### config.mk
export PLATFORM = sky130hd
export DESIGN_NAME = sdl_station_end_flat
export DESIGN_NICKNAME = d
export VERILOG_FILES = /design/src/pkg/sdl_pkg.sv /design/src/pkg/sdl_link_if.sv /design/src/rtl/sdl_crc16.sv /design/src/rtl/sdl_station_end.sv /design/src/flat_wrapper.sv
export VERILOG_INCLUDE_DIRS = /design/src /design/src/pkg
export SDC_FILE = /design/constraint.sdc
export NUM_CORES = 2
export LEC_CHECK = 0
export BUFFER_PORTS_ARGS = -buffer_cell sky130_fd_sc_hd__buf_2
export CAP_MARGIN = 25
export CORE_UTILIZATION = 45
export DETAILED_ROUTE_END_ITERATION = 12
export GPL_ROUTABILITY_DRIVEN = 0
export PLACE_DENSITY_LB_ADDON = 0.2
export RECOVER_POWER = 50
export SLEW_MARGIN = 30
export SYNTH_ARGS = -nofsm -noshare
export SYNTH_HDL_FRONTEND = slang
export SYNTH_SLANG_ARGS = --single-unit
### constraint.sdc
create_clock -name clock_i -period 18.05 [get_ports clock_i]
set_input_delay 0.9025 -clock clock_i [delete_from_list [all_inputs] [get_ports clock_i]]
set_output_delay 0.9025 -clock clock_i [all_outputs]
set_load 0.02 [all_outputs]
### src/pkg/sdl_station_map.svh
// Purpose: register offsets, field positions, reset values and constants of the station unit
// Assumes: byte-wide register space shared with the 192-byte buffer memory
// Notes: definitions only
`ifndef SDL_STATION_MAP_SVH
`define SDL_STATION_MAP_SVH
// ==========================================================
// device register offsets
`define SDL_OFS_STS 8'hC8
`define SDL_OFS_SMD 8'hC9
`define SDL_OFS_RCB 8'hCA
`define SDL_OFS_RBL 8'hCB
`define SDL_OFS_RBS 8'hCC
`define SDL_OFS_AFL 8'hCD
`define SDL_OFS_STATION_ADDRESS_REGISTER 8'hCE
`define SDL_OFS_SEQ 8'hD8
`define SDL_OFS_STATE 8'hD9
`define SDL_OFS_TCB 8'hDA
`define SDL_OFS_TBL 8'hDB
`define SDL_OFS_TBS 8'hDC
// ==========================================================
// link_status_command bit positions
`define SDL_STS_TBF 7
`define SDL_STS_RBE 6
`define SDL_STS_RTS 5
`define SDL_STS_BEND 4
`define SDL_STS_CRCE 3
`define SDL_STS_AUTO 1
`define SDL_STS_RBP 0
// ==========================================================
// reset values and frame constants
`define SDL_REG_RESET 8'h00
`define SDL_RAM_LAST 8'hBF
`define SDL_BCAST 8'hFF
`define SDL_CRC_INIT 16'hFFFF
`define SDL_CRC_POLY 16'h8408
`define SDL_CRC_GOOD 16'hF0B8
`define SDL_CTL_RR 4'h1
`define SDL_CTL_RNR 4'h5
`define SDL_CTL_REJ 4'h9
// ==========================================================
// host avalon offsets
`define SDL_AV_ADDR 2'h0
`define SDL_AV_DATA 2'h1
`define SDL_AV_STAT 2'h2
`endif

### src/pkg/sdl_pkg.sv
// Purpose: shared types of the station unit
// Assumes: constants live in sdl_station_map.svh
// Notes: binary state codes written out
package sdl_pkg;
  // receive engine states
  typedef enum logic [2:0] {
    SDL_R_IDLE = 3'b000,
    SDL_R_ADDR = 3'b001,
    SDL_R_CTRL = 3'b010,
    SDL_R_INFO = 3'b011,
    SDL_R_SKIP = 3'b100
  } sdl_rx_e;
  // transmit engine states
  typedef enum logic [2:0] {
    SDL_T_IDLE = 3'b000,
    SDL_T_ADDR = 3'b001,
    SDL_T_CTRL = 3'b010,
    SDL_T_INFO = 3'b011,
    SDL_T_FCS0 = 3'b100,
    SDL_T_FCS1 = 3'b101,
    SDL_T_DONE = 3'b110
  } sdl_tx_e;
  // host bridge states
  typedef enum logic [1:0] {
    SDL_H_IDLE = 2'b00,
    SDL_H_WAIT = 2'b01,
    SDL_H_DONE = 2'b10
  } sdl_host_e;
endpackage

### src/pkg/sdl_link_if.sv
// Purpose: register port between cpu end and station end
// Assumes: one clock, strobes one cycle wide
// Notes: ack follows a strobe by one cycle
`timescale 1ns/1ps
interface sdl_link_if;
  logic reg_wr; // write strobe
  logic reg_rd; // read strobe
  logic [7:0] reg_addr; // byte address
  logic [7:0] reg_wdata; // write data
  logic [7:0] reg_rdata; // read data, valid with ack
  logic reg_ack; // access done
  logic irq; // one-cycle event to cpu
  modport dev_mp (input reg_wr, reg_rd, reg_addr, reg_wdata,
                  output reg_rdata, reg_ack, irq);
  modport cpu_mp (output reg_wr, reg_rd, reg_addr, reg_wdata,
                  input reg_rdata, reg_ack, irq);
endinterface

### src/rtl/sdl_crc16.sv
// Purpose: one byte step of the 16-bit frame check
// Assumes: lsb first, reflected polynomial
// Notes: purely combinational
`timescale 1ns/1ps
`include "sdl_station_map.svh"
module sdl_crc16 (
  input wire logic [15:0] crc_i,
  input wire logic [7:0] data_i,
  output logic [15:0] crc_o
);
  // ==========================================================
  // bitwise shift over the byte
  always_comb begin
    logic [15:0] c;
    c = crc_i;
    for (int i = 0; i < 8; i++) begin
      if (c[0] ^ data_i[i]) begin
        c = (c >> 1) ^ `SDL_CRC_POLY;
      end else begin
        c = c >> 1;
      end
    end
    crc_o = c;
  end
endmodule

### src/rtl/sdl_station_end.sv
// Purpose: frame level station logic with buffer memory and registers
// Assumes: link bytes already de-stuffed, flags signalled as sof/eof pulses
// Notes: auto mode answers polls in hardware, flexible mode is cpu driven
// Behaviour
// - cpu fills buffer, start, length, then full
// - polled with full buffer: I frame, poll set
// - positive ack bumps send number, interrupts
// - negative ack resends previous I frame
// - cpu arms receive: start, length, protect, empty
// - poll without pending frame: RR or RNR
// - valid I frame bumps receive number, interrupts
// - auto decodes I RR RNR REJ UP
// - receiver runs only while buffer empty
// - auto mode serves secondary stations only
// - flexible mode leaves control fields to cpu
// - flexible stores matched control and info bytes
// - receive interrupt only on good frame check
// - length count holds received info bytes
// - cpu loads buffer, control, sets full, send
// - flexible sends whole frame then interrupts
// - cpu uses zero length for S/U frames
// - check accumulator preset to all ones
// - opening flag clears check error while buffer empty
// - 16-bit check generated and verified
// - no wrap, buffer end at 191
// - reset leaves unit idle
//
// Local design decision: the Avalon-MM slave port.
`timescale 1ns/1ps
`include "sdl_station_map.svh"
module sdl_station_end
  import sdl_pkg::*;
#(
  parameter int RAM_DEPTH = 192
) (
  input wire logic clock_i,
  input wire logic reset_i,
  sdl_link_if.dev_mp cpu,
  input wire logic rx_valid_i,
  input wire logic [7:0] rx_data_i,
  input wire logic rx_sof_i,
  input wire logic rx_eof_i,
  output logic tx_valid_o,
  output logic [7:0] tx_data_o,
  output logic tx_sof_o,
  output logic tx_eof_o,
  input wire logic tx_ready_i
);
  // ==========================================================
  // elaboration check
  if (RAM_DEPTH < 2 || RAM_DEPTH > 192) begin : g_bad_depth
    $error("RAM_DEPTH must lie in 2..192");
  end
  localparam logic [7:0] LAST = 8'(RAM_DEPTH - 1); // buffer end address
  // ==========================================================
  // storage
  logic [7:0] mem [RAM_DEPTH]; // buffer memory
  logic tbf_q, rbe_q, rts_q, bend_q, crce_q, auto_q, rbp_q; // status bits
  logic [7:0] smd_q, rcb_q, rbl_q, rbs_q, afl_q, station_address_register_q, tcb_q, tbl_q, tbs_q;
  logic [2:0] ns_q, nr_q; // sequence numbers
  logic sent_q; // auto I frame awaits ack
  logic irq_q, ack_q;
  logic [7:0] rdata_q;
  // receive engine
  sdl_rx_e rst_q;
  logic [15:0] rcrc_q, rcrc_n;
  logic [7:0] rctl_q, rcnt_q, hold0_q, hold1_q;
  logic [1:0] hold_n_q;
  // transmit engine
  sdl_tx_e tst_q;
  logic [15:0] tcrc_q, tcrc_n;
  logic [7:0] tctl_q, tlen_q, tptr_q, tcnt_q, tbyte;
  logic tx_valid_q, tx_sof_q, tx_eof_q;
  logic [7:0] tx_data_q;
  // ==========================================================
  // decode of events
  logic wr, rx_fin, crc_ok, ctl_i, ctl_s, poll, ack_pos, accept;
  logic resp_go, flex_go, tx_adv, tx_done, rx_wr_en, rx_room;
  logic [7:0] rx_waddr, resp_ctl;
  logic [2:0] nr_rx;
  assign wr = cpu.reg_wr;
  assign rx_fin = rx_eof_i && (rst_q == SDL_R_INFO);
  assign crc_ok = (rcrc_q == `SDL_CRC_GOOD) && (hold_n_q == 2'd2);
  assign ctl_i = ~rctl_q[0];
  assign ctl_s = (rctl_q[1:0] == 2'b01);
  assign poll = rctl_q[4];
  assign nr_rx = rctl_q[7:5];
  // auto acting as answering secondary only
  assign ack_pos = rx_fin && crc_ok && auto_q && sent_q && (ctl_i || ctl_s)
                   && (nr_rx == 3'(ns_q + 3'd1));
  // good frame accepted into the buffer
  assign accept = rx_fin && crc_ok && (!auto_q || (ctl_i && rctl_q[3:1] == nr_q));
  assign resp_go = rx_fin && crc_ok && auto_q && poll && (tst_q == SDL_T_IDLE);
  assign flex_go = !auto_q && tbf_q && rts_q && (tst_q == SDL_T_IDLE);
  assign tx_adv = !tx_valid_q || tx_ready_i;
  assign tx_done = (tst_q == SDL_T_DONE) && tx_adv;
  assign rx_waddr = 8'(rbs_q + rcnt_q);
  assign rx_room = (rcnt_q < rbl_q) && (rx_waddr <= LAST);
  assign rx_wr_en = rx_valid_i && (rst_q == SDL_R_INFO) && (hold_n_q == 2'd2) && rx_room;
  // answer to a poll: I when full, else RR or RNR
  always_comb begin
    if (tbf_q) begin
      resp_ctl = {nr_q, 1'b1, ns_q, 1'b0};
    end else if (rbp_q) begin
      resp_ctl = {nr_q, 1'b1, `SDL_CTL_RNR};
    end else begin
      resp_ctl = {nr_q, 1'b1, `SDL_CTL_RR};
    end
  end
  // ==========================================================
  // frame check steps
  sdl_crc16 u_rx_crc (.crc_i(rcrc_q), .data_i(rx_data_i), .crc_o(rcrc_n));
  sdl_crc16 u_tx_crc (.crc_i(tcrc_q), .data_i(tbyte), .crc_o(tcrc_n));
  // ==========================================================
  // buffer memory: cpu port and receive port
  always_ff @(posedge clock_i) begin
    if (wr && cpu.reg_addr <= LAST) begin
      mem[cpu.reg_addr] <= cpu.reg_wdata;
    end
    if (rx_wr_en) begin
      mem[rx_waddr] <= hold1_q;
    end
  end
  // ==========================================================
  // parameter registers written by cpu
  always_ff @(posedge clock_i or posedge reset_i) begin
    if (reset_i) begin
      smd_q <= `SDL_REG_RESET;
      rbl_q <= `SDL_REG_RESET;
      rbs_q <= `SDL_REG_RESET;
      station_address_register_q <= `SDL_REG_RESET;
      tcb_q <= `SDL_REG_RESET;
      tbl_q <= `SDL_REG_RESET;
      tbs_q <= `SDL_REG_RESET;
    end else if (wr) begin
      case (cpu.reg_addr)
        `SDL_OFS_SMD: smd_q <= cpu.reg_wdata;
        `SDL_OFS_RBL: rbl_q <= cpu.reg_wdata;
        `SDL_OFS_RBS: rbs_q <= cpu.reg_wdata;
        `SDL_OFS_STATION_ADDRESS_REGISTER: station_address_register_q <= cpu.reg_wdata;
        `SDL_OFS_TCB: tcb_q <= cpu.reg_wdata;
        `SDL_OFS_TBL: tbl_q <= cpu.reg_wdata;
        `SDL_OFS_TBS: tbs_q <= cpu.reg_wdata;
        default: ;
      endcase
    end
  end
  // ==========================================================
  // status, sequence and result registers; hardware wins over cpu
  always_ff @(posedge clock_i or posedge reset_i) begin
    if (reset_i) begin
      {tbf_q, rbe_q, rts_q, bend_q, crce_q, auto_q, rbp_q} <= 7'h00;
      ns_q <= 3'h0;
      nr_q <= 3'h0;
      sent_q <= 1'b0;
      rcb_q <= `SDL_REG_RESET;
      afl_q <= `SDL_REG_RESET;
      irq_q <= 1'b0;
    end else begin
      irq_q <= accept || ack_pos || (tx_done && !auto_q);
      if (wr && cpu.reg_addr == `SDL_OFS_STS) begin
        tbf_q <= cpu.reg_wdata[`SDL_STS_TBF];
        rbe_q <= cpu.reg_wdata[`SDL_STS_RBE];
        rts_q <= cpu.reg_wdata[`SDL_STS_RTS];
        bend_q <= cpu.reg_wdata[`SDL_STS_BEND];
        crce_q <= cpu.reg_wdata[`SDL_STS_CRCE];
        auto_q <= cpu.reg_wdata[`SDL_STS_AUTO];
        rbp_q <= cpu.reg_wdata[`SDL_STS_RBP];
      end
      if (wr && cpu.reg_addr == `SDL_OFS_SEQ) begin
        ns_q <= cpu.reg_wdata[7:5];
        nr_q <= cpu.reg_wdata[3:1];
      end
      if (wr && cpu.reg_addr == `SDL_OFS_RCB) rcb_q <= cpu.reg_wdata;
      if (wr && cpu.reg_addr == `SDL_OFS_AFL) afl_q <= cpu.reg_wdata;
      if (rx_sof_i && rbe_q) crce_q <= 1'b0;
      if (rx_fin && !crc_ok) crce_q <= 1'b1;
      if ((rx_valid_i && rst_q == SDL_R_INFO && hold_n_q == 2'd2 && !rx_room)
          || (tst_q == SDL_T_INFO && tx_adv && tptr_q == LAST && tcnt_q < tlen_q)) begin
        bend_q <= 1'b1;
      end
      if (accept) begin
        rcb_q <= rctl_q;
        afl_q <= rcnt_q;
        rbe_q <= 1'b0;
        if (auto_q) nr_q <= 3'(nr_q + 3'd1);
      end
      if (ack_pos) begin
        ns_q <= 3'(ns_q + 3'd1);
        tbf_q <= 1'b0;
        sent_q <= 1'b0;
      end else if (rx_fin && crc_ok && auto_q && ctl_s && rctl_q[3:2] == 2'b10) begin
        sent_q <= 1'b0;
      end
      if (resp_go && tbf_q) sent_q <= 1'b1;
      if (tx_done && !auto_q) begin
        tbf_q <= 1'b0;
        rts_q <= 1'b0;
      end
    end
  end
  // ==========================================================
  // receive engine: address match, control byte, info with fcs held back
  always_ff @(posedge clock_i or posedge reset_i) begin
    if (reset_i) begin
      rst_q <= SDL_R_IDLE;
      rcrc_q <= `SDL_CRC_INIT;
      {rctl_q, rcnt_q, hold0_q, hold1_q} <= 32'h0000_0000;
      hold_n_q <= 2'd0;
    end else if (rx_sof_i) begin
      rst_q <= rbe_q ? SDL_R_ADDR : SDL_R_IDLE;
      rcrc_q <= `SDL_CRC_INIT;
      rcnt_q <= 8'h00;
      hold_n_q <= 2'd0;
    end else if (rx_eof_i) begin
      rst_q <= SDL_R_IDLE;
    end else if (rx_valid_i) begin
      rcrc_q <= rcrc_n;
      case (rst_q)
        SDL_R_ADDR: begin
          rst_q <= (rx_data_i == station_address_register_q || rx_data_i == `SDL_BCAST) ? SDL_R_CTRL
                   : SDL_R_SKIP;
        end
        SDL_R_CTRL: begin
          rctl_q <= rx_data_i;
          rst_q <= SDL_R_INFO;
        end
        SDL_R_INFO: begin
          hold0_q <= rx_data_i;
          hold1_q <= hold0_q;
          if (hold_n_q != 2'd2) hold_n_q <= 2'(hold_n_q + 2'd1);
          if (rx_wr_en) rcnt_q <= 8'(rcnt_q + 8'd1);
        end
        default: ;
      endcase
    end
  end
  // ==========================================================
  // transmit engine: address, control, info, fcs
  always_comb begin
    case (tst_q)
      SDL_T_ADDR: tbyte = station_address_register_q;
      SDL_T_CTRL: tbyte = tctl_q;
      SDL_T_INFO: tbyte = mem[tptr_q];
      SDL_T_FCS0: tbyte = ~tcrc_q[7:0];
      SDL_T_FCS1: tbyte = ~tcrc_q[15:8];
      default: tbyte = 8'h00;
    endcase
  end
  always_ff @(posedge clock_i or posedge reset_i) begin
    if (reset_i) begin
      tst_q <= SDL_T_IDLE;
      tcrc_q <= `SDL_CRC_INIT;
      {tctl_q, tlen_q, tptr_q, tcnt_q, tx_data_q} <= 40'h00_0000_0000;
      {tx_valid_q, tx_sof_q, tx_eof_q} <= 3'b000;
    end else begin
      case (tst_q)
        SDL_T_IDLE: begin
          tcrc_q <= `SDL_CRC_INIT;
          tptr_q <= tbs_q;
          tcnt_q <= 8'h00;
          if (resp_go) begin
            tctl_q <= resp_ctl;
            tlen_q <= tbf_q ? tbl_q : 8'h00;
            tst_q <= SDL_T_ADDR;
          end else if (flex_go) begin
            tctl_q <= tcb_q;
            tlen_q <= tbl_q;
            tst_q <= SDL_T_ADDR;
          end
        end
        SDL_T_DONE: begin
          if (tx_adv) begin
            tx_valid_q <= 1'b0;
            tst_q <= SDL_T_IDLE;
          end
        end
        default: begin
          if (tx_adv) begin
            tx_valid_q <= 1'b1;
            tx_data_q <= tbyte;
            tx_sof_q <= (tst_q == SDL_T_ADDR);
            tx_eof_q <= (tst_q == SDL_T_FCS1);
            if (tst_q != SDL_T_FCS0 && tst_q != SDL_T_FCS1) tcrc_q <= tcrc_n;
            case (tst_q)
              SDL_T_ADDR: tst_q <= SDL_T_CTRL;
              SDL_T_CTRL: tst_q <= (tlen_q != 8'h00) ? SDL_T_INFO : SDL_T_FCS0;
              SDL_T_INFO: begin
                tptr_q <= 8'(tptr_q + 8'd1);
                tcnt_q <= 8'(tcnt_q + 8'd1);
                if (tcnt_q + 8'd1 >= tlen_q || tptr_q == LAST) tst_q <= SDL_T_FCS0;
              end
              SDL_T_FCS0: tst_q <= SDL_T_FCS1;
              default: tst_q <= SDL_T_DONE;
            endcase
          end
        end
      endcase
    end
  end
  // ==========================================================
  // register port answers one cycle after the strobe
  always_ff @(posedge clock_i or posedge reset_i) begin
    if (reset_i) begin
      ack_q <= 1'b0;
      rdata_q <= 8'h00;
    end else begin
      ack_q <= cpu.reg_rd || cpu.reg_wr;
      if (cpu.reg_rd) begin
        case (cpu.reg_addr)
          `SDL_OFS_STS: rdata_q <= {tbf_q, rbe_q, rts_q, bend_q, crce_q, 1'b0, auto_q, rbp_q};
          `SDL_OFS_SMD: rdata_q <= smd_q;
          `SDL_OFS_RCB: rdata_q <= rcb_q;
          `SDL_OFS_RBL: rdata_q <= rbl_q;
          `SDL_OFS_RBS: rdata_q <= rbs_q;
          `SDL_OFS_AFL: rdata_q <= afl_q;
          `SDL_OFS_STATION_ADDRESS_REGISTER: rdata_q <= station_address_register_q;
          `SDL_OFS_SEQ: rdata_q <= {ns_q, 1'b0, nr_q, 1'b0};
          `SDL_OFS_STATE: rdata_q <= {2'b00, rst_q, tst_q};
          `SDL_OFS_TCB: rdata_q <= tcb_q;
          `SDL_OFS_TBL: rdata_q <= tbl_q;
          `SDL_OFS_TBS: rdata_q <= tbs_q;
          default: rdata_q <= (cpu.reg_addr <= LAST) ? mem[cpu.reg_addr] : 8'h00;
        endcase
      end
    end
  end
  assign cpu.reg_ack = ack_q;
  assign cpu.reg_rdata = rdata_q;
  assign cpu.irq = irq_q;
  assign tx_valid_o = tx_valid_q;
  assign tx_data_o = tx_data_q;
  assign tx_sof_o = tx_sof_q;
  assign tx_eof_o = tx_eof_q;
endmodule

### src/flat_wrapper.sv
// flat-port wrapper written by rule: the top's interface ports become plain ports
module sdl_station_end_flat import sdl_pkg::*;
#(
  parameter int RAM_DEPTH = 192
)
  (clock_i, reset_i, rx_valid_i, rx_data_i, rx_sof_i, rx_eof_i, tx_valid_o, tx_data_o, tx_sof_o, tx_eof_o, tx_ready_i, cpu_reg_wr, cpu_reg_rd, cpu_reg_addr, cpu_reg_wdata, cpu_reg_rdata, cpu_reg_ack, cpu_irq);
  sdl_link_if cpu_i ();
  input wire logic clock_i;
  input wire logic reset_i;
  input wire logic rx_valid_i;
  input wire logic [7:0] rx_data_i;
  input wire logic rx_sof_i;
  input wire logic rx_eof_i;
  output logic tx_valid_o;
  output logic [7:0] tx_data_o;
  output logic tx_sof_o;
  output logic tx_eof_o;
  input wire logic tx_ready_i;
  input wire logic [$bits(cpu_i.reg_wr)-1:0] cpu_reg_wr;
  input wire logic [$bits(cpu_i.reg_rd)-1:0] cpu_reg_rd;
  input wire logic [$bits(cpu_i.reg_addr)-1:0] cpu_reg_addr;
  input wire logic [$bits(cpu_i.reg_wdata)-1:0] cpu_reg_wdata;
  output wire logic [$bits(cpu_i.reg_rdata)-1:0] cpu_reg_rdata;
  output wire logic [$bits(cpu_i.reg_ack)-1:0] cpu_reg_ack;
  output wire logic [$bits(cpu_i.irq)-1:0] cpu_irq;
  assign cpu_i.reg_wr = cpu_reg_wr;
  assign cpu_i.reg_rd = cpu_reg_rd;
  assign cpu_i.reg_addr = cpu_reg_addr;
  assign cpu_i.reg_wdata = cpu_reg_wdata;
  assign cpu_reg_rdata = cpu_i.reg_rdata;
  assign cpu_reg_ack = cpu_i.reg_ack;
  assign cpu_irq = cpu_i.irq;
  sdl_station_end #(.RAM_DEPTH(RAM_DEPTH)) u_core (.clock_i(clock_i), .reset_i(reset_i), .cpu(cpu_i), .rx_valid_i(rx_valid_i), .rx_data_i(rx_data_i), .rx_sof_i(rx_sof_i), .rx_eof_i(rx_eof_i), .tx_valid_o(tx_valid_o), .tx_data_o(tx_data_o), .tx_sof_o(tx_sof_o), .tx_eof_o(tx_eof_o), .tx_ready_i(tx_ready_i));
endmodule
Word level (Yosys, flattened, before mapping) --
Memories as Yosys holds them, arrays and structs flattened. Index checks and enable logic that the tools add are counted.
Storage, ports and cells: flip-flop bits (word level) 211, memory bits (writable) 1536, input bits 32, output and inout port bits 21, word-level logic and storage cells 311, memories 1
Cells by class: add/sub/neg operators 7, magnitude comparators 5, eq/ne operators 37, muxes and demuxes 93, bitwise gates (word level) 40, reductions and logical operators 89
Memory list:
- u_core.mem | words 192, width 8, read ports 2, clocked after Yosys merged registers in 0, write ports 2, RTL line sdl_station_end.sv:57 | logic [7:0] mem [RAM_DEPTH];
Operators by type and width (number):
- 16-bit two-way mux | 21
- 8-bit two-way mux | 19
- 8-bit equality test (second input constant) | 14
- 8-bit one-hot mux with 12 select lines | 1
- 3-bit two-way mux | 16
- 2-bit NOT with 3-bit output | 16
- 8-bit one-hot mux with 5 select lines | 1
- 1-bit logical AND | 35
- 16-bit one-hot mux with 2 select lines | 1
- 8-bit one-hot mux with 2 select lines | 2
- 2-bit nonzero test | 14
- 8-bit by 1-bit adder with 8-bit output (second input constant) | 3
- 2-bit AND reduction | 12
- 1-bit two-way mux | 22
- 4-bit AND reduction | 5
- 16-bit equality test (second input constant) | 1
- 8-bit <= comparator (second input constant) | 2
- 8-bit < comparator | 2
- 8-bit NOT | 2
- 1-bit bitwise XOR | 16
- 3-bit by 2-bit equality test with 1-bit output (second input constant) | 4
- 3-bit one-hot mux with 2 select lines | 2
- 3-bit one-hot mux with 4 select lines | 1
- 3-bit nonzero test | 4
- other kinds (26) | 55

Logic depth before layout (Yosys ltp) --
depth after elaboration 21, depth in mapped cells 18

Modules after synthesis --
From an unflattened synthesis, not the netlist that was laid out.
Unflattened totals: cell total of the unflattened synthesis 6811, area total of the unflattened synthesis 104520.2 µm²
Modules (own cells, without submodules):
- sdl_station_end | times used 1, cells an instance 6761, area an instance 103774.5 µm²
- sdl_crc16 | times used 2, cells an instance 25, area an instance 372.9 µm²

Least setup slack after synthesis --
OpenSTA, ideal clock, no wires.
path type reg-to-reg, start register u_core.rcnt_q[1], end memory u_core.mem[36][0] (enable), data arrival time 4050 ps, setup slack 13616 ps, cell stages (with the launch flop) 15, path buffers 3, period minus slack after synthesis 4434 ps, cell sequence dfrtp_1 ha_1 a21o_1 a21oi_1 o21bai_1 a21oi_1 o21bai_1 a21oi_1 xor2_1 a221o_1 clkbuf_1 or4_1 buf_4 buf_2 o21ai_0
RTL lines:
- start, declared | RTL line sdl_station_end.sv:67 | logic [7:0] rctl_q, rcnt_q, hold0_q, hold1_q;
- start signal, assigned | RTL line sdl_station_end.sv:232 | if (rx_wr_en) rcnt_q <= 8'(rcnt_q + 8'd1);
- end, declared | RTL line sdl_station_end.sv:57

Final worst setup path --
start register u_core.tptr_q[1], end register u_core.tcrc_q[0]
Between the ends: word-level cells in the longest chain between the ends 15
Ends and longest elaborated chain:
- start, declared | RTL line sdl_station_end.sv:72 | logic [7:0] tctl_q, tlen_q, tptr_q, tcnt_q, tbyte;
- start signal, assigned | RTL line sdl_station_end.sv:260 | tptr_q <= tbs_q;
- start signal, assigned | RTL line sdl_station_end.sv:289 | tptr_q <= 8'(tptr_q + 8'd1);
- memory read 192 x 8 bit *
- 8-bit one-hot mux with 5 select lines * | RTL line sdl_station_end.sv:241 | case (tst_q)
- 1-bit bitwise XOR | RTL line sdl_crc16.sv:17 | if (c[0] ^ data_i[i]) begin
- 16-bit two-way mux (4 in series) | RTL line sdl_crc16.sv:17
- 1-bit bitwise XOR * | RTL line sdl_crc16.sv:17
- 16-bit two-way mux * (4 in series) | RTL line sdl_crc16.sv:17
- 16-bit two-way mux * | RTL line sdl_station_end.sv:284 | if (tst_q != SDL_T_FCS0 && tst_q != SDL_T_FCS1) tcrc_q <= tcrc_n;
- 16-bit two-way mux * | RTL line sdl_station_end.sv:279 | if (tx_adv) begin
- 16-bit one-hot mux with 2 select lines * | RTL line sdl_station_end.sv:257 | case (tst_q)
- end signal, assigned | RTL line sdl_station_end.sv:253 | tcrc_q <= `SDL_CRC_INIT;
- end signal, assigned | RTL line sdl_station_end.sv:259 | tcrc_q <= `SDL_CRC_INIT;
- end signal, assigned | RTL line sdl_station_end.sv:284
- end, declared | RTL line sdl_station_end.sv:71 | logic [15:0] tcrc_q, tcrc_n;
Mark *: on every way between the ends. The rest lies on a longest branch, timed or not. The select of a mux whose other input is x is not followed. A chain may end at the register's enable or synchronous reset.

==> results.ini <==
[routing]
post_drt_wl_per_cell_um = 41.0
vias = 72500
routed_wl_mm = 409
drtPass1Iterations = 9
post_drt_via_cell_ratio = 7.28
drt_iter0_drc = 11600
drc_errors = 0
antenna_left = 0

[worst_setup_path]
crit_arrival_ns = 11.64
rrSetupSlack_ns = 7.19
crit_chain = clkbuf_1 > clkbuf_1 > nand2_1 > o221ai_1 > nand3_1 > a221oi_1 > a2111oi_1 > buf_4 > or4_1 > o221ai_1 > nand2_1 > xnor3_1 > xnor2_1 > a21oi_1
cp_slowest_cell = clkbuf_1
critical_path_class = reg2reg
required_ns = 18.83
cp-start-kind = register
reg2reg_from = u_core.tptr_q[1]$_DFFE_PP0P_
endpoint_kind = register
max_stage_delay_ns = 2.31
path_max_fanout = 42
r2r-end = u_core.tcrc_q[0]$_DFFE_PP1P_
ff2ff_path_depth = 14

[pwr]
sw_frac_of_total = 0.333
power.internal_uw = 7960
p_leak_uw = 0.0371
clockPowerShare = 0.338
powerDensity_nw_per_um2 = 105
comb_power_share = 0.274
power_switching_uw = 3980
irDropWorstVdd_mv = 0.0992
pwr-share-seq = 0.388

[clock_tree]
max-clock-path-buffers = 3
clock_latency_ns = 0.88
ctsResizeCount = 0
cts_root_buf = clkbuf_16
holdBufCountCts = 0
cts_tree = built
cts.clk_slew.worst_paths_ns = 0.06
post_cts_buffers = 0
cts_buffers = 198
htree_levels = 4
clock_sinks = 1747

[synthesis]
syn_inst = 6956
async_flop_share = 0.121
synth_top_flop_cell = edfxtp_1
synth.area.top_cells = edfxtp_1 (44%), mux4_2 (18%), mux2_2 (18%)
synth_seq_cells = 1747
synth_cell_types = 80
synth_warnings = 0
synth_area_per_cell_um2 = 14.9
netlist_area_um2 = 104000
synth_top_area_frac = 0.444
synth_edf_count = 1536
synth_nets = 7026
synth_seq_area_share = 0.495
yosysTopAreaCell = edfxtp_1

[place]
place_hpwl_mm = 268
place_ws_ns = 11.51
dp_cells = 9569
port_buffers = 52

[global_route]
gr-total-overflow = 0
grt_use_met3 = 0.113
grt_use_met1 = 0.458
busiest_layer = met2
grt_pass1_vias = 68800
grt_pass1_wl_mm = 566
grt_max_degree = 165
antenna_found_initial = 35
grtUsageMet2 = 0.506
grt_use_total = 0.348

[final_layout]
area_growth_pct = 9.35
instances_no_fill = 9967
n_fill_cell = 19200
post-route-util = 0.497
drive_above_1_share = 0.448
final_nets = 6835

[floorplanning]
die_w_um = 482
boundaryPins = 53
die_y_um = 482
dieArea_um2 = 233000
floorplan.initialDensity = 0.455
core_um2 = 228000
row_count = 175

[sta]
fin_ws_ns = 7.19
fmaxAchievable_ghz = 0.0921
drv_slew = 794
relSlewSlack = -2.65
fin_crit_ns = 10.86
finalSetupViolCount = 0
worst_pin_slew_ns = 5.48
finalClockSkew_ns = 0.0728
finalHoldViolations = 0
post-route-period-util = 0.601
final.setup.tns_ns = 0
rsz0062_at_grt = false

[run_status]
outcome = finished, violations left
violations = capacitance limit, slew limit

[worst_hold_path]
hp-class = in2reg
whs_endpoint = u_core.tx_valid_o$_DFFE_PP0P_
worstHoldStart = tx_ready_i
holdPathStages = 4

[run]
drv_cap = 41

## cells by family after synthesis
group | count (synthesis) | share of synthesized area
and+or+nand+nor | 951 | 0.0423
AOI/OAI and AO/OA | 699 | 0.0430
adders and majority gates | 38 | 0.00465
xor gates and xnor gates | 95 | 0.00842
muxes | 2673 | 0.377
buffers and inverters | 753 | 0.0295
DFF | 1747 | 0.495
## per-layer routing
layer	vias up	wire [µm]	share of wire
li1	27600	-	-
met1	38000	150000	0.37
met2	5720	176000	0.43
met3	1216	54300	0.13
met4	34	27300	0.067
met5	-	537	0.0013
## flip-flops by register name, summed over array words and instances (netlist names), 8 cells and up
signal / count
u_core.tbl_q: 8
u_core.rcb_q: 8
u_core.hold1_q: 8
u_core.cpu.reg_rdata: 8
u_core.tcb_q: 8
u_core.rbs_q: 8
u_core.hold0_q: 8
u_core.tctl_q: 8
u_core.tcnt_q: 8
u_core.smd_q: 8
u_core.tptr_q: 8
u_core.tlen_q: 8
u_core.tx_data_o: 8
u_core.station_address_register_q: 8
u_core.mem: 1536
u_core.rbl_q: 8
u_core.afl_q: 8
u_core.rcnt_q: 8
u_core.rcrc_q: 16
u_core.tcrc_q: 16
u_core.tbs_q: 8
u_core.rctl_q: 8
## worst max-delay path: cells and delay by family, from the launching register on
family | cells | cell delay (ns)
buffers and inverters | 3 | 4.33
AO/OA/AOI/OAI | 5 | 2.08
flip-flops | 1 | 1.13
AND/OR/NAND/NOR | 4 | 2.48
XOR/XNOR | 2 | 0.62
## per-stage QoR
stage	area [µm²]	hold slack (ns)	power [µW]
3_5_place_dp	107000	0.484	7840
4_1_cts	114000	0.118	11800
5_1_grt	114000	0.338	12100
2_1_floorplan	104000	0.439	6640
3_3_place_gp	107000	0.476	7830
6_report	114000	0.347	11900
## layout make-up
type | instances | area (µm²) | share of cell area
flip-flops and latches | 1747 | 51500 | 0.453
multi-input cells | 4456 | 49500 | 0.436
clock buffers | 253 | 5420 | 0.0477
well taps | 3009 | 3760 | 0.0332
repair buffers | 326 | 2250 | 0.0198
clock inverters | 113 | 940 | 0.00827
inverters | 36 | 138 | 0.00121
diodes | 27 | 67.6 | 0.000595
## power groups by stage
stage	clock network, µW	registers [µW]	logic, µW
finish	4040	4630	3270
global route	4190	4630	3310
CTS	4060	4620	3150
detailed placement	0	4710	3140
global placement	0	4710	3120
floorplan	0	4610	2030
## how the worst max path moves through the flow
stage | startpoint | endpoint | slack [ns]
2_1_floorplan | reset_i | u_core.afl_q[0]$_DFFE_PP0P_ | 11.43
3_3_place_gp | cpu_reg_addr[0] | u_core.cpu.reg_rdata[4]$_DFFE_PP0P_ | 11.60
3_5_place_dp | u_core.tptr_q[0]$_DFFE_PP0P_ | u_core.tcrc_q[9]$_DFFE_PP1P_ | 11.51
4_1_cts | u_core.tptr_q[0]$_DFFE_PP0P_ | u_core.tcrc_q[9]$_DFFE_PP1P_ | 11.48
5_1_grt | u_core.tptr_q[1]$_DFFE_PP0P_ | u_core.tcrc_q[0]$_DFFE_PP1P_ | 7.03
6_report | u_core.tptr_q[1]$_DFFE_PP0P_ | u_core.tcrc_q[0]$_DFFE_PP1P_ | 7.19
## synthesized netlist by cell type (all sizes together) (34+ instances only)
library cell and instances:
a21oi 118, a22oi 54, buf 178, clkbuf 539
dfrtp 179, edfxtp 1536, ha 37, inv 34
mux2 1647, mux2i 202, mux4 824, nand2 433
nand3 80, nor2 238, nor2b 39, nor3 37
o21ai 250, o22ai 45, xnor2 58, xor2 35
## layout by cell type, fill, tap and decap left out, types with 35 or more instances in the layout
cell type | Yosys | layout
a21oi_1 | 118 | 117
a22oi_1 | 54 | 54
buf_4 | 31 | 163
clkbuf_1 | 538 | 154
clkbuf_16 | 0 | 205
clkinv_1 | 2 | 54
dfrtp_1 | 179 | 166
edfxtp_1 | 1536 | 1536
ha_1 | 37 | 37
mux2_2 | 1642 | 1642
mux2i_1 | 202 | 202
mux4_2 | 824 | 824
nand2_1 | 433 | 432
nand3_1 | 80 | 79
nor2_1 | 200 | 195
nor2_2 | 36 | 43
o21ai_0 | 250 | 199
o22ai_1 | 45 | 44
xnor2_1 | 56 | 56
xor2_1 | 35 | 35
Note: power is estimated with default switching activity, not from simulation.
